### src/fscwp_pkg.sv
// constants and types of the flash status and write-protect block
package fscwp_pkg;
  localparam int STAT_BUSY_BIT  = 0;
  localparam int STAT_WEL_BIT   = 1;
  localparam int STAT_BP_LO_BIT = 2;
  localparam int STAT_TB_BIT    = 5;
  localparam int STAT_BP3_BIT   = 6;
  localparam int STAT_SRWD_BIT  = 7;

  localparam logic       RST_SRWD = 1'b0;
  localparam logic       RST_TB   = 1'b0;
  localparam logic [3:0] RST_BP   = 4'h0;
  localparam logic       RST_WEL  = 1'b0;

  localparam int          SECTOR_LSB   = 16;
  localparam int          SECTOR_W     = 12;
  localparam logic [12:0] SECTOR_COUNT = 13'h1000;
  localparam logic [3:0]  BP_ALL_FROM  = 4'hd;

  localparam int CLK_MHZ      = 100;
  localparam int WRSR_TIME_NS = 1000;
  localparam int WRSR_CYCLES  = (WRSR_TIME_NS * CLK_MHZ + 999) / 1000;

  typedef enum logic [2:0] {
    CMD_WRITE_ENABLE,
    CMD_WRITE_DISABLE,
    CMD_READ_STATUS,
    CMD_WRITE_STATUS,
    CMD_PROGRAM,
    CMD_ERASE_SECTOR,
    CMD_ERASE_DIE
  } fscwp_cmd_type;

  typedef enum logic [1:0] {
    ARR_PROGRAM,
    ARR_ERASE_SECTOR,
    ARR_ERASE_DIE
  } fscwp_arr_op_type;

  typedef enum logic [1:0] {
    ST_IDLE,
    ST_STATUS_WRITE,
    ST_ARRAY_OP
  } fscwp_state_type;
endpackage

### src/fscwp_prot_if.sv
// protection query between the status logic and the region check
`timescale 1ns/1ps
`default_nettype none
interface fscwp_prot_if;
  logic [3:0]  bp;
  logic        tb;
  logic [11:0] sector;
  logic        hit;
  modport checker_side (input bp, input tb, input sector, output hit);
  modport user_side    (output bp, output tb, output sector, input hit);
endinterface
`default_nettype wire

### src/fscwp_protect_check.sv
// decides whether a sector lies in the block-protected region
`timescale 1ns/1ps
`default_nettype none
module fscwp_protect_check (
  fscwp_prot_if.checker_side prot
);
  import fscwp_pkg::*;

  logic [12:0] span;

  always_comb begin
    if (prot.bp == 4'h0) begin
      span = 13'h0000;
    end else if (prot.bp >= BP_ALL_FROM) begin
      span = SECTOR_COUNT;
    end else begin
      span = 13'h0001 << (prot.bp - 4'h1);
    end
    if (prot.tb) begin
      prot.hit = {1'b0, prot.sector} < span;
    end else begin
      prot.hit = {1'b0, prot.sector} >= (SECTOR_COUNT - span);
    end
  end
endmodule
`default_nettype wire

### src/fscwp_status_protect.sv
// status register, write-enable latch and write-protect control
`timescale 1ns/1ps
`default_nettype none
module fscwp_status_protect #(
  parameter int WRSR_CYC = fscwp_pkg::WRSR_CYCLES
) (
  input  wire logic                     clk_i,
  input  wire logic                     rst_i,
  input  wire logic                     cmd_valid_i,
  input  wire fscwp_pkg::fscwp_cmd_type cmd_code_i,
  input  wire logic [31:0]              cmd_addr_i,
  input  wire logic [7:0]               cmd_data_i,
  input  wire logic                     wp_n_i,
  input  wire logic                     quad_io_i,
  input  wire logic                     array_done_i,
  output logic [7:0]                    status_o,
  output logic                          flag_ready_o,
  output logic [7:0]                    rd_data_o,
  output logic                          rd_valid_o,
  output logic                          reject_o,
  output logic                          array_start_o,
  output fscwp_pkg::fscwp_arr_op_type   array_op_o,
  output logic [31:0]                   array_addr_o
);
  import fscwp_pkg::*;

  // the busy counter is 16 bits wide and must count at least once
  if (WRSR_CYC < 1 || WRSR_CYC > 65535) begin : g_bad_wrsr_cyc
    $error("status write cycle count out of range");
  end

  // sector index must sit inside the command address
  if (SECTOR_LSB + SECTOR_W > 32) begin : g_bad_sector_field
    $error("sector field lies outside the address");
  end

  // every register of the block lives in this one struct
  typedef struct packed {
    fscwp_state_type  state;
    logic             srwd;
    logic             tb;
    logic [3:0]       bp;
    logic             wel;
    logic             busy;
    logic             ready;
    logic [15:0]      cnt;
    logic [7:0]       pend;
    logic [1:0]       wp_sync;
    logic [7:0]       rd_data;
    logic             rd_valid;
    logic             reject;
    logic             start;
    fscwp_arr_op_type op;
    logic [31:0]      addr;
  } fscwp_regs_type;

  fscwp_regs_type s_q;
  fscwp_regs_type s_d;
  logic           hw_locked;

  // region check looks at the raw command address
  fscwp_prot_if prot ();
  assign prot.bp     = s_q.bp;
  assign prot.tb     = s_q.tb;
  assign prot.sector = cmd_addr_i[SECTOR_LSB +: SECTOR_W];

  fscwp_protect_check u_check (
    .prot (prot)
  );

  function automatic logic [7:0] status_byte(input fscwp_regs_type r);
    logic [7:0] b;
    b = 8'h00;
    b[STAT_SRWD_BIT]              = r.srwd;
    b[STAT_BP3_BIT]               = r.bp[3];
    b[STAT_TB_BIT]                = r.tb;
    b[STAT_BP_LO_BIT +: 3]        = r.bp[2:0];
    b[STAT_WEL_BIT]               = r.wel;
    b[STAT_BUSY_BIT]              = r.busy;
    return b;
  endfunction

  // status writes need the latch and an unlocked register
  function automatic logic status_write_refused(input fscwp_regs_type r,
                                                input logic           locked);
    return !r.wel || locked;
  endfunction

  // array commands need the latch and an unprotected target
  function automatic logic array_refused(input fscwp_cmd_type  c,
                                         input fscwp_regs_type r,
                                         input logic           hit);
    logic refuse;
    refuse = !r.wel;
    if (c == CMD_ERASE_DIE) begin
      refuse = refuse || (r.bp != 4'h0);
    end else begin
      refuse = refuse || hit;
    end
    return refuse;
  endfunction

  function automatic fscwp_arr_op_type array_op_of(input fscwp_cmd_type c);
    fscwp_arr_op_type o;
    case (c)
      CMD_PROGRAM:      o = ARR_PROGRAM;
      CMD_ERASE_SECTOR: o = ARR_ERASE_SECTOR;
      default:          o = ARR_ERASE_DIE;
    endcase
    return o;
  endfunction

  // new status bits take effect only when the write cycle ends
  function automatic fscwp_regs_type commit_status(input fscwp_regs_type r);
    fscwp_regs_type n;
    n       = r;
    n.srwd  = r.pend[STAT_SRWD_BIT];
    n.tb    = r.pend[STAT_TB_BIT];
    n.bp    = {r.pend[STAT_BP3_BIT], r.pend[STAT_BP_LO_BIT +: 3]};
    n.wel   = 1'b0;
    n.busy  = 1'b0;
    n.state = ST_IDLE;
    return n;
  endfunction

  // pin protects only when not serving as a quad data line
  assign hw_locked = s_q.srwd && !s_q.wp_sync[1] && !quad_io_i;

  always_comb begin
    s_d          = s_q;
    s_d.wp_sync  = {s_q.wp_sync[0], wp_n_i};
    s_d.rd_valid = 1'b0;
    s_d.reject   = 1'b0;
    s_d.start    = 1'b0;
    // status reads are answered even while busy
    if (cmd_valid_i && cmd_code_i == CMD_READ_STATUS) begin
      s_d.rd_data  = status_byte(s_q);
      s_d.rd_valid = 1'b1;
    end
    // other commands are dropped silently while busy
    case (s_q.state)
      ST_IDLE: begin
        if (cmd_valid_i) begin
          case (cmd_code_i)
            CMD_WRITE_ENABLE: begin
              s_d.wel = 1'b1;
            end
            CMD_WRITE_DISABLE: begin
              s_d.wel = 1'b0;
            end
            CMD_WRITE_STATUS: begin
              if (status_write_refused(s_q, hw_locked)) begin
                s_d.reject = 1'b1;
                s_d.wel    = 1'b0;
              end else begin
                s_d.pend  = cmd_data_i;
                s_d.cnt   = 16'(WRSR_CYC);
                s_d.busy  = 1'b1;
                s_d.state = ST_STATUS_WRITE;
              end
            end
            CMD_PROGRAM, CMD_ERASE_SECTOR, CMD_ERASE_DIE: begin
              if (array_refused(cmd_code_i, s_q, prot.hit)) begin
                s_d.reject = 1'b1;
                s_d.wel    = 1'b0;
              end else begin
                s_d.start = 1'b1;
                s_d.addr  = cmd_addr_i;
                s_d.busy  = 1'b1;
                s_d.state = ST_ARRAY_OP;
                s_d.op    = array_op_of(cmd_code_i);
              end
            end
            default: begin
            end
          endcase
        end
      end
      ST_STATUS_WRITE: begin
        if (s_q.cnt == 16'h0001) begin
          s_d = commit_status(s_d);
        end else begin
          s_d.cnt = s_q.cnt - 16'h0001;
        end
      end
      ST_ARRAY_OP: begin
        if (array_done_i) begin
          s_d.wel   = 1'b0;
          s_d.busy  = 1'b0;
          s_d.state = ST_IDLE;
        end
      end
      default: begin
        s_d.state = ST_IDLE;
        s_d.busy  = 1'b0;
      end
    endcase
    s_d.ready = !s_d.busy;
  end

  // nonvolatile bits come up clear, like a blank part at power-up
  always_ff @(posedge clk_i) begin
    if (rst_i) begin
      s_q       <= '0;
      s_q.state <= ST_IDLE;
      s_q.srwd  <= RST_SRWD;
      s_q.tb    <= RST_TB;
      s_q.bp    <= RST_BP;
      s_q.wel   <= RST_WEL;
      s_q.ready <= 1'b1;
    end else begin
      s_q <= s_d;
    end
  end

  assign status_o      = status_byte(s_q);
  assign flag_ready_o  = s_q.ready;
  assign rd_data_o     = s_q.rd_data;
  assign rd_valid_o    = s_q.rd_valid;
  assign reject_o      = s_q.reject;
  assign array_start_o = s_q.start;
  assign array_op_o    = s_q.op;
  assign array_addr_o  = s_q.addr;
endmodule
`default_nettype wire

### src/fscwp_array_model.sv
// array side model answering each started operation with a done pulse
`timescale 1ns/1ps
`default_nettype none
module fscwp_array_model (
  input  wire logic       clk_i,
  input  wire logic       start_i,
  input  wire logic [3:0] lat_i,
  output logic            done_o
);
  logic [4:0] cnt_q;
  initial begin
    cnt_q = 5'h0;
    done_o = 1'b0;
  end
  // lat_i of zero answers two cycles after start, each larger value adds one more cycle
  always @(posedge clk_i) begin
    done_o <= cnt_q == 5'h1;
    if (start_i) cnt_q <= {1'b0, lat_i} + 5'h1;
    else if (cnt_q != 5'h0) cnt_q <= cnt_q - 5'h1;
  end
endmodule
`default_nettype wire

### src/tb.sv
// self-checking bench of the status and protect block
`timescale 1ns/1ps
`default_nettype none
module tb;
  import fscwp_pkg::*;
  logic          clk_i, rst_i, cmd_valid_i, wp_n_i, quad_io_i, array_done_i, start;
  logic          flag_ready_o, rd_valid_o, reject_o;
  logic [3:0]    lat;
  logic [7:0]    cmd_data_i, status_o, rd_data_o;
  logic [31:0]   cmd_addr_i, arr_addr;
  fscwp_cmd_type cmd_code_i;
  fscwp_arr_op_type arr_op;
  int            m_st, miscompares, check_count, cyc;
  wire [4:0] flags = {flag_ready_o, start, status_o[0], reject_o, rd_valid_o};
  fscwp_status_protect #(.WRSR_CYC(4)) i_fscwp_status_protect (.clk_i(clk_i), .rst_i(rst_i),
    .cmd_valid_i(cmd_valid_i), .cmd_code_i(cmd_code_i), .cmd_addr_i(cmd_addr_i),
    .cmd_data_i(cmd_data_i), .wp_n_i(wp_n_i), .quad_io_i(quad_io_i), .array_done_i(array_done_i),
    .status_o(status_o), .flag_ready_o(flag_ready_o), .rd_data_o(rd_data_o),
    .rd_valid_o(rd_valid_o), .reject_o(reject_o), .array_start_o(start), .array_op_o(arr_op),
    .array_addr_o(arr_addr));
  fscwp_array_model i_fscwp_array_model (.clk_i(clk_i), .start_i(start), .lat_i(lat),
    .done_o(array_done_i));
  initial begin
    clk_i = 1'b0;
    forever #5 clk_i = ~clk_i;
  end
  always @(posedge clk_i) begin
    cyc++;
    if (cyc > 5000) begin
      miscompares++;
      report_and_stop();
    end
  end
  task automatic report_and_stop;
    $display("checks %0d miscompares %0d", check_count, miscompares);
    if (miscompares == 0 && check_count > 0) $display("Finished cleanly");
    else $display("Finished with errors");
    $finish;
  endtask
  task automatic cmp(input logic [31:0] got, input logic [31:0] exp);
    check_count++;
    if (got !== exp) begin
      miscompares++;
      $display("CHECK FAILED %0t got %h exp %h", $time, got, exp);
    end
  endtask
  function automatic bit prot(int bp, int bot, int s);
    int n;
    n = bp >= 13 ? 4096 : (bp == 0 ? 0 : 1 << (bp - 1));
    return bot != 0 ? s < n : s >= 4096 - n;
  endfunction
  task automatic op(input fscwp_cmd_type c, input logic [31:0] a, input logic [7:0] d);
    int bp;
    bit rej, mod, arr;
    bp = {m_st[6], m_st[4:2]};
    rej = 1'b0;
    case (c)
      CMD_WRITE_ENABLE: m_st[1] = 1'b1;
      CMD_WRITE_DISABLE: m_st[1] = 1'b0;
      CMD_READ_STATUS: rej = 1'b0;
      CMD_WRITE_STATUS: rej = !m_st[1] || (m_st[7] && !wp_n_i && !quad_io_i);
      CMD_ERASE_DIE: rej = !m_st[1] || bp != 0;
      default: rej = !m_st[1] || prot(bp, m_st[5], a[27:16]);
    endcase
    mod = !rej && c >= CMD_WRITE_STATUS;
    arr = mod && c != CMD_WRITE_STATUS;
    @(negedge clk_i);
    cmd_code_i = c;
    cmd_addr_i = a;
    cmd_data_i = d;
    cmd_valid_i = 1'b1;
    @(negedge clk_i);
    cmd_valid_i = 1'b0;
    cmp(flags, {!mod, arr, mod, rej, c == CMD_READ_STATUS});
    if (c == CMD_READ_STATUS) cmp(rd_data_o, m_st[7:0]);
    if (arr) cmp(arr_addr, a);
    if (arr) cmp(32'(arr_op), c == CMD_PROGRAM ? 0 : (c == CMD_ERASE_SECTOR ? 1 : 2));
    if (c == CMD_WRITE_STATUS && !rej) m_st = d & 8'hfc;
    if (rej || arr) m_st[1] = 1'b0;
    while (status_o[0] === 1'b1) @(negedge clk_i);
    cmp(status_o, m_st[7:0]);
  endtask
  task automatic wop(input fscwp_cmd_type c, input logic [31:0] a, input logic [7:0] d);
    op(CMD_WRITE_ENABLE, '0, '0);
    op(c, a, d);
  endtask
  task automatic do_reset;
    rst_i = 1'b1;
    m_st = 0;
    repeat (3) @(negedge clk_i);
    rst_i = 1'b0;
    repeat (2) @(negedge clk_i);
  endtask
  initial begin
    void'($urandom(83944));
    {cmd_valid_i, cmd_addr_i, cmd_data_i, quad_io_i, lat} = '0;
    cmd_code_i = CMD_WRITE_ENABLE;
    wp_n_i = 1'b1;
    do_reset();
    op(CMD_READ_STATUS, '0, '0);
    op(CMD_WRITE_STATUS, '0, 8'h1c);
    for (int i = 0; i < 9; i++) begin
      lat = 4'($urandom_range(9));
      wop(CMD_WRITE_STATUS, '0, 8'($urandom) & 8'h7c);
      wop(fscwp_cmd_type'(4 + i % 3), $urandom, '0);
      op(CMD_READ_STATUS, '0, '0);
    end
    op(CMD_WRITE_ENABLE, '0, '0);
    wop(CMD_WRITE_DISABLE, '0, '0);
    op(CMD_PROGRAM, '0, '0);
    wop(CMD_WRITE_STATUS, '0, 8'h80);
    wp_n_i = 1'b0;
    repeat (4) @(negedge clk_i);
    wop(CMD_WRITE_STATUS, '0, 8'h9c);
    quad_io_i = 1'b1;
    wop(CMD_WRITE_STATUS, '0, 8'h84);
    quad_io_i = 1'b0;
    wp_n_i = 1'b1;
    repeat (4) @(negedge clk_i);
    wop(CMD_WRITE_STATUS, '0, 8'h00);
    wop(CMD_ERASE_DIE, '0, '0);
    do_reset();
    op(CMD_READ_STATUS, '0, '0);
    report_and_stop();
  end
endmodule
`default_nettype wire
### config.mk
export PLATFORM = sky130hd
export DESIGN_NAME = fscwp_status_protect
export DESIGN_NICKNAME = d
export VERILOG_FILES = /design/src/fscwp_pkg.sv /design/src/fscwp_prot_if.sv /design/src/fscwp_protect_check.sv /design/src/fscwp_status_protect.sv /design/src/fscwp_array_model.sv /design/src/tb.sv
export SDC_FILE = /design/constraint.sdc
export NUM_CORES = 1
export LEC_CHECK = 0
export BUFFER_PORTS_ARGS = -buffer_cell sky130_fd_sc_hd__buf_2
export CAP_MARGIN = 20
export CORE_ASPECT_RATIO = 1.2
export CORE_MARGIN = 2
export CORE_UTILIZATION = 38
export CTS_BUF_LIST = sky130_fd_sc_hd__clkbuf_4
export DETAILED_ROUTE_END_ITERATION = 10
export SLEW_MARGIN = 20
export SYNTH_ARGS = -nofsm -noshare
export SYNTH_HDL_FRONTEND = slang
export SYNTH_SLANG_ARGS = --single-unit
### constraint.sdc
create_clock -name clk_i -period 6.5 [get_ports clk_i]
set_clock_uncertainty 0.15 [all_clocks]
set_input_delay 0.325 -clock clk_i [delete_from_list [all_inputs] [get_ports clk_i]]
set_output_delay 0.325 -clock clk_i [all_outputs]
set_load 0.01 [all_outputs]
==> flow_summary.json, run 1 <==
{
  "status": "finished clean",
  "arrival_ns": 4.65,
  "synth_edf_count": 0,
  "crit_top_cell": "ha_1",
  "numClockSinks": 80,
  "grt_pass1_vias": 3805,
  "wl_per_cell_um": 14.2,
  "hp-class": "input port to flip-flop",
  "cts_resized": 0,
  "htreeDepth": 3,
  "drc": 0,
  "yosys.area_share.simple": 0.242,
  "antenna_found_initial": 0,
  "power.density_nw_per_um2": 179,
  "antenna_cells": 0,
  "cts_hold_buffers": 36,
  "path_delay_family": "simple AND/OR/NAND/NOR gates",
  "synth_seq_cells": 80,
  "synth_warnings": 0,
  "drt_wl_total_um": 11200,
  "syn_nets": 646,
  "maxCapViolCount": 0,
  "cts_root_buffer": "clkbuf_4",
  "final_core_util": 0.452,
  "place_ws_ns": 1.99,
  "area_growth_pct": 15.0,
  "io_pins": 103,
  "setup-tns-final_ns": 0,
  "insertion_delay_ns": 0.44,
  "vias_per_cell": 5.17,
  "dp_hpwl_um": 7820,
  "met1_length_um": 5410,
  "synth_seq_area_share": 0.351,
  "period_needed_ns": 4.50,
  "dp_cells": 742,
  "drv_slew": 0,
  "routed-wl-met2_um": 5070,
  "final_cells": 793,
  "final_nets": 712,
  "clk_pin_slew_worst_paths_ns": 0.13,
  "crit_chain": "nor2b_1 -> nand2_1 -> ha_1 -> nand2b_1 -> o31ai_1 -> ha_1 -> nand3_1 -> nor2_1 -> a21oi_1 -> a41oi_2 -> nor4_4 -> buf_4 -> and2_2 -> o21ai_0",
  "end_kind": "flip-flop",
  "rows": 43,
  "die-width_um": 104,
  "numCtsBuffers": 9,
  "crit_type": "flip-flop to flip-flop",
  "yosys.area_share.adder": 0.0850,
  "relSlewSlack": 0.406,
  "firstDrtPassIters": 4,
  "ant_nets": 0,
  "highest_layer": "met4",
  "cts_tree": "done",
  "synth_cell_type_count": 55,
  "synthXorXnorAreaFrac": 0.0288,
  "grt_pass1_wl_um": 18300,
  "crit_fanout": 36,
  "post-route-period-util": 0.692,
  "dr_wl_met3_um": 565,
  "start_util": 0.393,
  "core_area_um2": 11600,
  "post-cts-setup-buffers": 0,
  "hold_viol": 0,
  "synth_top_family_by_area": "simple AND/OR/NAND/NOR gates",
  "worst_pin_slew_ns": 0.890,
  "chipHeight_um": 124,
  "gp_congestion": 0.810,
  "grt_max_degree": 71,
  "setup_viol": 0,
  "synthFlopType": "dfxtp_1",
  "route.vias.total": 4102,
  "syn_avg_cell_area_um2": 8.06,
  "finalHoldWorstSlack_ns": 0.00941,
  "cpPeakStageDelay_ns": 0.71,
  "grt_use_total": 0.175,
  "rsz0062_at_grt": "no",
  "drive_above_1_share": 0.200,
  "postLayoutSetupSlackWorst_ns": 2.00,
  "io_buffers": 100,
  "r2r_slack_ns": 2.00,
  "synth_area_um2": 4560,
  "drtIter0Drc": 195,
  "die_area_um2": 12900,
  "cp_num_buf_inv": 1,
  "grt_overflow": 0,
  "startpoint_type": "flip-flop",
  "synth_compound_area_frac": 0.155,
  "ir_worst_vdd_uv": 115,
  "clk_path_buf_depth": 2,
  "async_flop_share": 0,
  "fmax_ghz": 0.222,
  "crit_required_ns": 6.65,
  "slowest_stage": "dfxtp_1",
  "synth_mux_area_frac": 0.0132,
  "syn_inst": 566,
  "leakage_nw": 2.21
}
routing by layer:
layer | vias up | track usage
li1 | 2065 | -
met1 | 1902 | 0.228
met2 | 119 | 0.290
met3 | 16 | 0.0309
met4 | 0 | 0.0684
met5 | - | 0
registers in the layout (all words and copies together), names as in the netlist:
register       cells
array_addr_o      32
flag_ready_o       1
prot.bp            4
array_start_o      1
prot.tb            1
rd_valid_o         1
s_q               26
reject_o           1
array_op_o         2
status_o           3
rd_data_o          8
cells in the final DEF (no fill, tap or decap), drive strengths merged, types with 2 or more instances in the layout:
master,count
a21oi,30
clkinv,3
nand4,33
xor2,4
nor4,3
nand3,11
nor2b,10
or4,4
clkbuf,11
a2111oi,2
nand2,91
a211oi,4
or3,4
and4,2
and2,2
mux2i,6
ha,31
and3,5
a21o,2
o21a,8
nor3,11
nand2b,7
o21ai,43
inv,13
a41oi,3
xnor2,11
nand3b,2
o31ai,3
a31oi,3
o211ai,4
buf,102
dfxtp,80
nor2,36
dlygate4sd3,36
cells in the mapped netlist, drive strengths merged (3+ instances only):
library cell | number | share of area
nand2 | 91 | 0.075
dfxtp | 80 | 0.35
buf | 58 | 0.093
o21ai | 43 | 0.047
nor2 | 36 | 0.031
nand4 | 33 | 0.045
ha | 31 | 0.085
a21oi | 30 | 0.034
clkbuf | 25 | 0.021
inv | 14 | 0.012
nand3 | 11 | 0.012
nor3 | 11 | 0.012
xnor2 | 11 | 0.021
nor2b | 10 | 0.014
o21a | 8 | 0.013
nand2b | 7 | 0.0096
mux2i | 6 | 0.013
and3 | 5 | 0.0069
a211oi | 4 | 0.0066
o211ai | 4 | 0.0066
or3 | 4 | 0.0055
or4 | 4 | 0.0066
xor2 | 4 | 0.0077
a31oi | 3 | 0.0041
a41oi | 3 | 0.012
nor4 | 3 | 0.0074
o31ai | 3 | 0.0049
area by class of cell:
cell class | instances | area, um2
clock buffers | 11 | 82.6
clock inverters | 4 | 46.3
fillers | 1161 | 6370
inverters | 14 | 53.8
multi-input cells | 389 | 2390
flip-flops and latches | 80 | 1600
well taps | 157 | 196
repair buffers | 138 | 876
final timing paths:
| kind | depth (start not counted) | end | startpoint |
|---|---|---|---|
| worst min register to register | 1 | s_q[46]$_SDFF_PP0_ | s_q[45]$_SDFF_PP0_ |
| worst min-delay path | 3 | array_addr_o[17]$_SDFFE_PP0P_ | cmd_addr_i[17] |
| worst max-delay path | 14 | array_addr_o[14]$_SDFFE_PP0P_ | prot.bp[1]$_SDFFE_PP0P_ |
| worst max register to register | 14 | array_addr_o[14]$_SDFFE_PP0P_ | prot.bp[1]$_SDFFE_PP0P_ |
worst register-to-register path, stage by stage (launching register included):
cell	delay [ns]
dfxtp_1	0.71
nor2b_1	0.35
nand2_1	0.14
ha_1	0.33
nand2b_1	0.22
o31ai_1	0.25
ha_1	0.27
nand3_1	0.08
nor2_1	0.05
a21oi_1	0.21
a41oi_2	0.22
nor4_4	0.23
buf_4	0.37
and2_2	0.58
o21ai_0	0.19
kinds of logic (layout without fill, tap and decap cells):
family | Yosys count | in the layout
multiplexers | 6 | 6
adder cells (fa/ha/maj) | 31 | 31
XOR/XNOR | 15 | 15
flip-flops | 80 | 80
AO/OA/AOI/OAI | 112 | 112
AND/OR/NAND/NOR | 225 | 225
buffers and inverters | 97 | 167
metrics by stage:
step / area (um2) / power (W)
finish: 5250 / 0.000940
global route: 5250 / 0.000985
CTS: 5250 / 0.000950
detailed placement: 4760 / 0.000641
global placement: 4760 / 0.000638
floorplan: 4560 / 0.000602
report_power, final:
group,switching [W],total [W],internal (W)
Clock,0.000170,0.000292,0.000122
Sequential,0.00000735,0.000507,0.000499
Combinational,0.0000806,0.000141,0.0000608
Total,0.000258,0.000940,0.000682
No activity file was read; power rests on OpenSTA's default activity.
==> run 2, diff against run 1 <==
- clock period: 6.5 -> 4.5 ns (I/O delays scaled with it)
==> flow_summary.json, run 2 (synthesized netlist as in run 1, its figures left out) <==
{
  "finalHoldWorstSlack_ns": 0.130,
  "hp-class": "input port to flip-flop",
  "firstDrtPassIters": 5,
  "setup-tns-final_ns": 0,
  "dp_hpwl_um": 7940,
  "post-cts-setup-buffers": 0,
  "setup_viol": 0,
  "grt_pass1_vias": 3910,
  "fillers": 1140,
  "route.vias.total": 4102,
  "grt_pass1_wl_um": 18900,
  "fmax_ghz": 0.249,
  "crit_chain": "inv_2 -> nand2_1 -> nor3_1 -> inv_1 -> ha_1 -> nand2b_1 -> o31ai_1 -> ha_1 -> nand3_1 -> or4_1 -> a41oi_2 -> nor4_4 -> and2_2 -> a31o_2",
  "worst_pin_slew_ns": 0.891,
  "period_needed_ns": 4.02,
  "ant_nets": 0,
  "relSlewSlack": 0.406,
  "largest_reg_flops": 32,
  "cpPeakStageDelay_ns": 0.57,
  "start_util": 0.393,
  "antenna_cells": 0,
  "die_area_um2": 12900,
  "drc": 0,
  "io_buffers": 100,
  "power.density_nw_per_um2": 275,
  "hold_viol": 0,
  "insertion_delay_ns": 0.44,
  "clk_pin_slew_worst_paths_ns": 0.12,
  "rows": 43,
  "final_nets": 719,
  "wl_per_cell_um": 14.2,
  "crit_fanout": 33,
  "cts_tree": "done",
  "grt_overflow": 0,
  "maxCapViolCount": 0,
  "antenna_found_initial": 0,
  "chipHeight_um": 124,
  "drive_above_1_share": 0.202,
  "cp_num_buf_inv": 2,
  "place_ws_ns": 0.496,
  "grt_use_total": 0.180,
  "slowest_stage": "or4_1",
  "postLayoutSetupSlackWorst_ns": 0.482,
  "leakage_nw": 2.26,
  "die-width_um": 104,
  "htreeDepth": 3,
  "area_growth_pct": 17.4,
  "vias_per_cell": 5.13,
  "arrival_ns": 4.21,
  "final_core_util": 0.461,
  "gp_congestion": 0.848,
  "crit_required_ns": 4.69,
  "io_pins": 103,
  "mostFrequentLayoutCells": "100 x buf_2, 91 x nand2_1, 80 x dfxtp_1",
  "drv_slew": 0,
  "crit_type": "flip-flop to flip-flop",
  "startpoint_type": "flip-flop",
  "drtIter0Drc": 278,
  "ir_worst_vdd_uv": 155,
  "status": "finished clean",
  "cts_resized": 0,
  "drt_wl_total_um": 11300,
  "core_area_um2": 11600,
  "numCtsBuffers": 9,
  "crit_top_cell": "ha_1",
  "end_kind": "flip-flop",
  "cts_root_buffer": "clkbuf_4",
  "rsz0062_at_grt": "no",
  "post-route-period-util": 0.893,
  "clk_path_buf_depth": 2,
  "path_delay_family": "simple AND/OR/NAND/NOR gates",
  "numClockSinks": 80,
  "grt_max_degree": 71,
  "final_common_cell": "buf_2"
}
run 2: changes by cell type in the layout (fill, tap and decap cells not counted):
cell and delta:
bufinv_16 +2, clkinv_2 -1, buf_4 +3, clkinvlp_4 -1, dlygate4sd3_1 +4
run 2: layout make-up:
| cell class | instances | area (um2) | share of cell area |
|---|---|---|---|
| Inverter | 14 | 53.8 | 0.0100 |
| Multi-Input combinational cell | 389 | 2390 | 0.446 |
| Clock inverter | 4 | 93.8 | 0.0175 |
| Tap cell | 157 | 196 | 0.0367 |
| Sequential cell | 80 | 1600 | 0.299 |
| Timing Repair Buffer | 145 | 938 | 0.175 |
| Clock buffer | 11 | 82.6 | 0.0154 |
run 2: per-layer routing:
layer / GRT usage / vias up / wire length (um)
li1: - / 2080 / -
met1: 0.228 / 1898 / 5400
met2: 0.308 / 108 / 5290
met3: 0.0330 / 16 / 468
met4: 0.0625 / 0 / 177
met5: 0 / - / 0
run 2: final timing paths:
kind / startpoint / to / slack (ns) / cells after the start
hold / removal: cmd_valid_i / array_start_o$_SDFF_PP0_ / 0.13 / 3
hold reg to reg: array_addr_o[6]$_SDFFE_PP0P_ / array_addr_o[6]$_SDFFE_PP0P_ / 0.31 / 2
setup reg to reg: prot.bp[3]$_SDFFE_PP0P_ / array_addr_o[31]$_SDFFE_PP0P_ / 0.48 / 14
setup / recovery: prot.bp[3]$_SDFFE_PP0P_ / array_addr_o[31]$_SDFFE_PP0P_ / 0.48 / 14
run 2: metrics by stage:
step	std cells	total power [W]	instance area, um2
2_1_floorplan	566	0.000870	4560
3_3_place_gp	745	0.000921	4780
3_5_place_dp	745	0.000926	4780
4_1_cts	800	0.00149	5360
5_1_grt	800	0.00154	5360
6_report	800	0.00147	5360
run 2: timing repair:
action | CTS | global route
hold endpoints to repair | 40 | 0
setup endpoints to repair | 0 | 0
hold buffers | 40 | 0
run 2: power by group:
part           internal [W]  switching, W
combinational     0.0000902      0.000116
sequential         0.000721     0.0000106
clock              0.000290      0.000245
total               0.00110      0.000372
run 2: worst min-delay path: stages:
cell,delay (ns)
buf_2,0.14
nand2_1,0.23
nor3_1,0.09
==> run 3, diff against run 2 <==
- clock period: 4.5 -> 4.1 ns (I/O delays scaled with it)
==> flow_summary.json, run 3 (synthesized netlist as in run 1, its figures left out) <==
{
  "insertion_delay_ns": 0.43,
  "setup-tns-final_ns": 0,
  "firstDrtPassIters": 4,
  "die-width_um": 104,
  "final_nets": 724,
  "ir_worst_vdd_uv": 153,
  "clk_path_buf_depth": 2,
  "crit_chain": "inv_2 -> nand2_1 -> nor3_2 -> inv_1 -> ha_1 -> nor3_1 -> a21oi_1 -> o21ai_0 -> ha_1 -> o21a_1 -> o21a_1 -> o2111ai_1 -> a41oi_2 -> nor4_4 -> and2_4 -> buf_4 -> o21ai_0",
  "core_area_um2": 11600,
  "crit_type": "flip-flop to flip-flop",
  "route.vias.total": 4134,
  "worst_pin_slew_ns": 0.775,
  "rsz0062_at_grt": "no",
  "hp-class": "input port to flip-flop",
  "drc": 0,
  "startpoint_type": "flip-flop",
  "ant_nets": 0,
  "cts_root_buffer": "clkbuf_4",
  "arrival_ns": 3.93,
  "start_util": 0.393,
  "fin_area_um2": 5410,
  "antenna_cells": 0,
  "fillers": 1140,
  "final_core_util": 0.465,
  "post-route-period-util": 0.919,
  "chipHeight_um": 124,
  "wl_per_cell_um": 13.9,
  "vias_per_cell": 5.14,
  "numCtsBuffers": 9,
  "gp_congestion": 0.843,
  "io_pins": 103,
  "cts_tree": "done",
  "end_kind": "flip-flop",
  "r2r_slack_ns": 0.33,
  "largest_reg_flops": 32,
  "drt_wl_total_um": 11200,
  "die_area_um2": 12900,
  "final_common_cell": "buf_2",
  "grt_overflow": 0,
  "mostFrequentLayoutCells": "100 x buf_2, 91 x nand2_1, 80 x dfxtp_1",
  "numClockSinks": 80,
  "slowest_stage": "dfxtp_1",
  "drtIter0Drc": 196,
  "status": "finished clean",
  "fmax_ghz": 0.265,
  "power.density_nw_per_um2": 289,
  "dp_hpwl_um": 7850,
  "maxCapViolCount": 0,
  "drive_above_1_share": 0.211,
  "period_needed_ns": 3.77,
  "crit_required_ns": 4.26,
  "rows": 43,
  "io_buffers": 100,
  "placed_area_um2": 4810,
  "grt_use_total": 0.177,
  "crit_fanout": 20,
  "htreeDepth": 3,
  "setup_viol": 0,
  "clk_pin_slew_worst_paths_ns": 0.13,
  "hold_viol": 0,
  "grt_pass1_wl_um": 18700,
  "area_growth_pct": 18.5,
  "leakage_nw": 2.28,
  "antenna_found_initial": 0,
  "cpPeakStageDelay_ns": 0.42,
  "grt_max_degree": 71,
  "grt_pass1_vias": 3961,
  "drv_slew": 0,
  "finalHoldWorstSlack_ns": 0.119,
  "relSlewSlack": 0.480
}
## run 3: through the flow
step | setup slack (ns) | power [W] | std cells
2_1_floorplan | 0.522 | 0.000955 | 566
3_3_place_gp | 0.345 | 0.00101 | 749
3_5_place_dp | 0.223 | 0.00102 | 749
4_1_cts | 0.167 | 0.00157 | 804
5_1_grt | 0.0178 | 0.00163 | 805
6_report | 0.331 | 0.00156 | 805
## run 3: worst paths after layout
| check | startpoint | to | cells past startpoint |
|---|---|---|---|
| max reg2reg | prot.bp[3]$_SDFFE_PP0P_ | array_addr_o[12]$_SDFFE_PP0P_ | 17 |
| min reg2reg | array_addr_o[27]$_SDFFE_PP0P_ | array_addr_o[27]$_SDFFE_PP0P_ | 2 |
| max | prot.bp[3]$_SDFFE_PP0P_ | array_addr_o[12]$_SDFFE_PP0P_ | 17 |
| min | cmd_valid_i | reject_o$_SDFF_PP0_ | 3 |
## run 3: where the power goes
part | switching (W) | internal (W)
logic | 0.000128 | 0.000103
registers | 0.0000114 | 0.000792
clock network | 0.000277 | 0.000251
## run 3: per-layer routing
layer,track usage,vias up,wire [um]
met2,0.304,114,5180
met4,0.0600,0,155
li1,-,2083,-
met3,0.0345,13,592
met1,0.223,1924,5280
met5,0,-,0
## run 3: area by class of cell
| type | count | area [um2] | area share |
|---|---|---|---|
| multi-input combinational | 389 | 2400 | 0.444 |
| clock inverter | 5 | 82.6 | 0.0153 |
| sequential | 80 | 1600 | 0.296 |
| tap | 157 | 196 | 0.0363 |
| clock buffer | 10 | 75.1 | 0.0139 |
| inverter | 14 | 52.6 | 0.00972 |
| timing repair buffer | 150 | 1000 | 0.185 |
## run 3: critical path, delay by kind of cell, from the launching register on
family                   cells  cell delay [ns]
adder cells (fa/ha/maj)      2             0.55
AND/OR/NAND/NOR              5             1.04
flip-flops                   1             0.42
buffers and inverters        3             0.48
AO/OA/AOI/OAI                7             0.99
## run 3: timing repair
action / CTS / global route
hold buffers: 40 / 0
setup endpoints to repair: 0 / 23
gates resized for setup: 0 / 3
endpoints found under the hold margin: 40 / 0
buffers inserted: 0 / 0
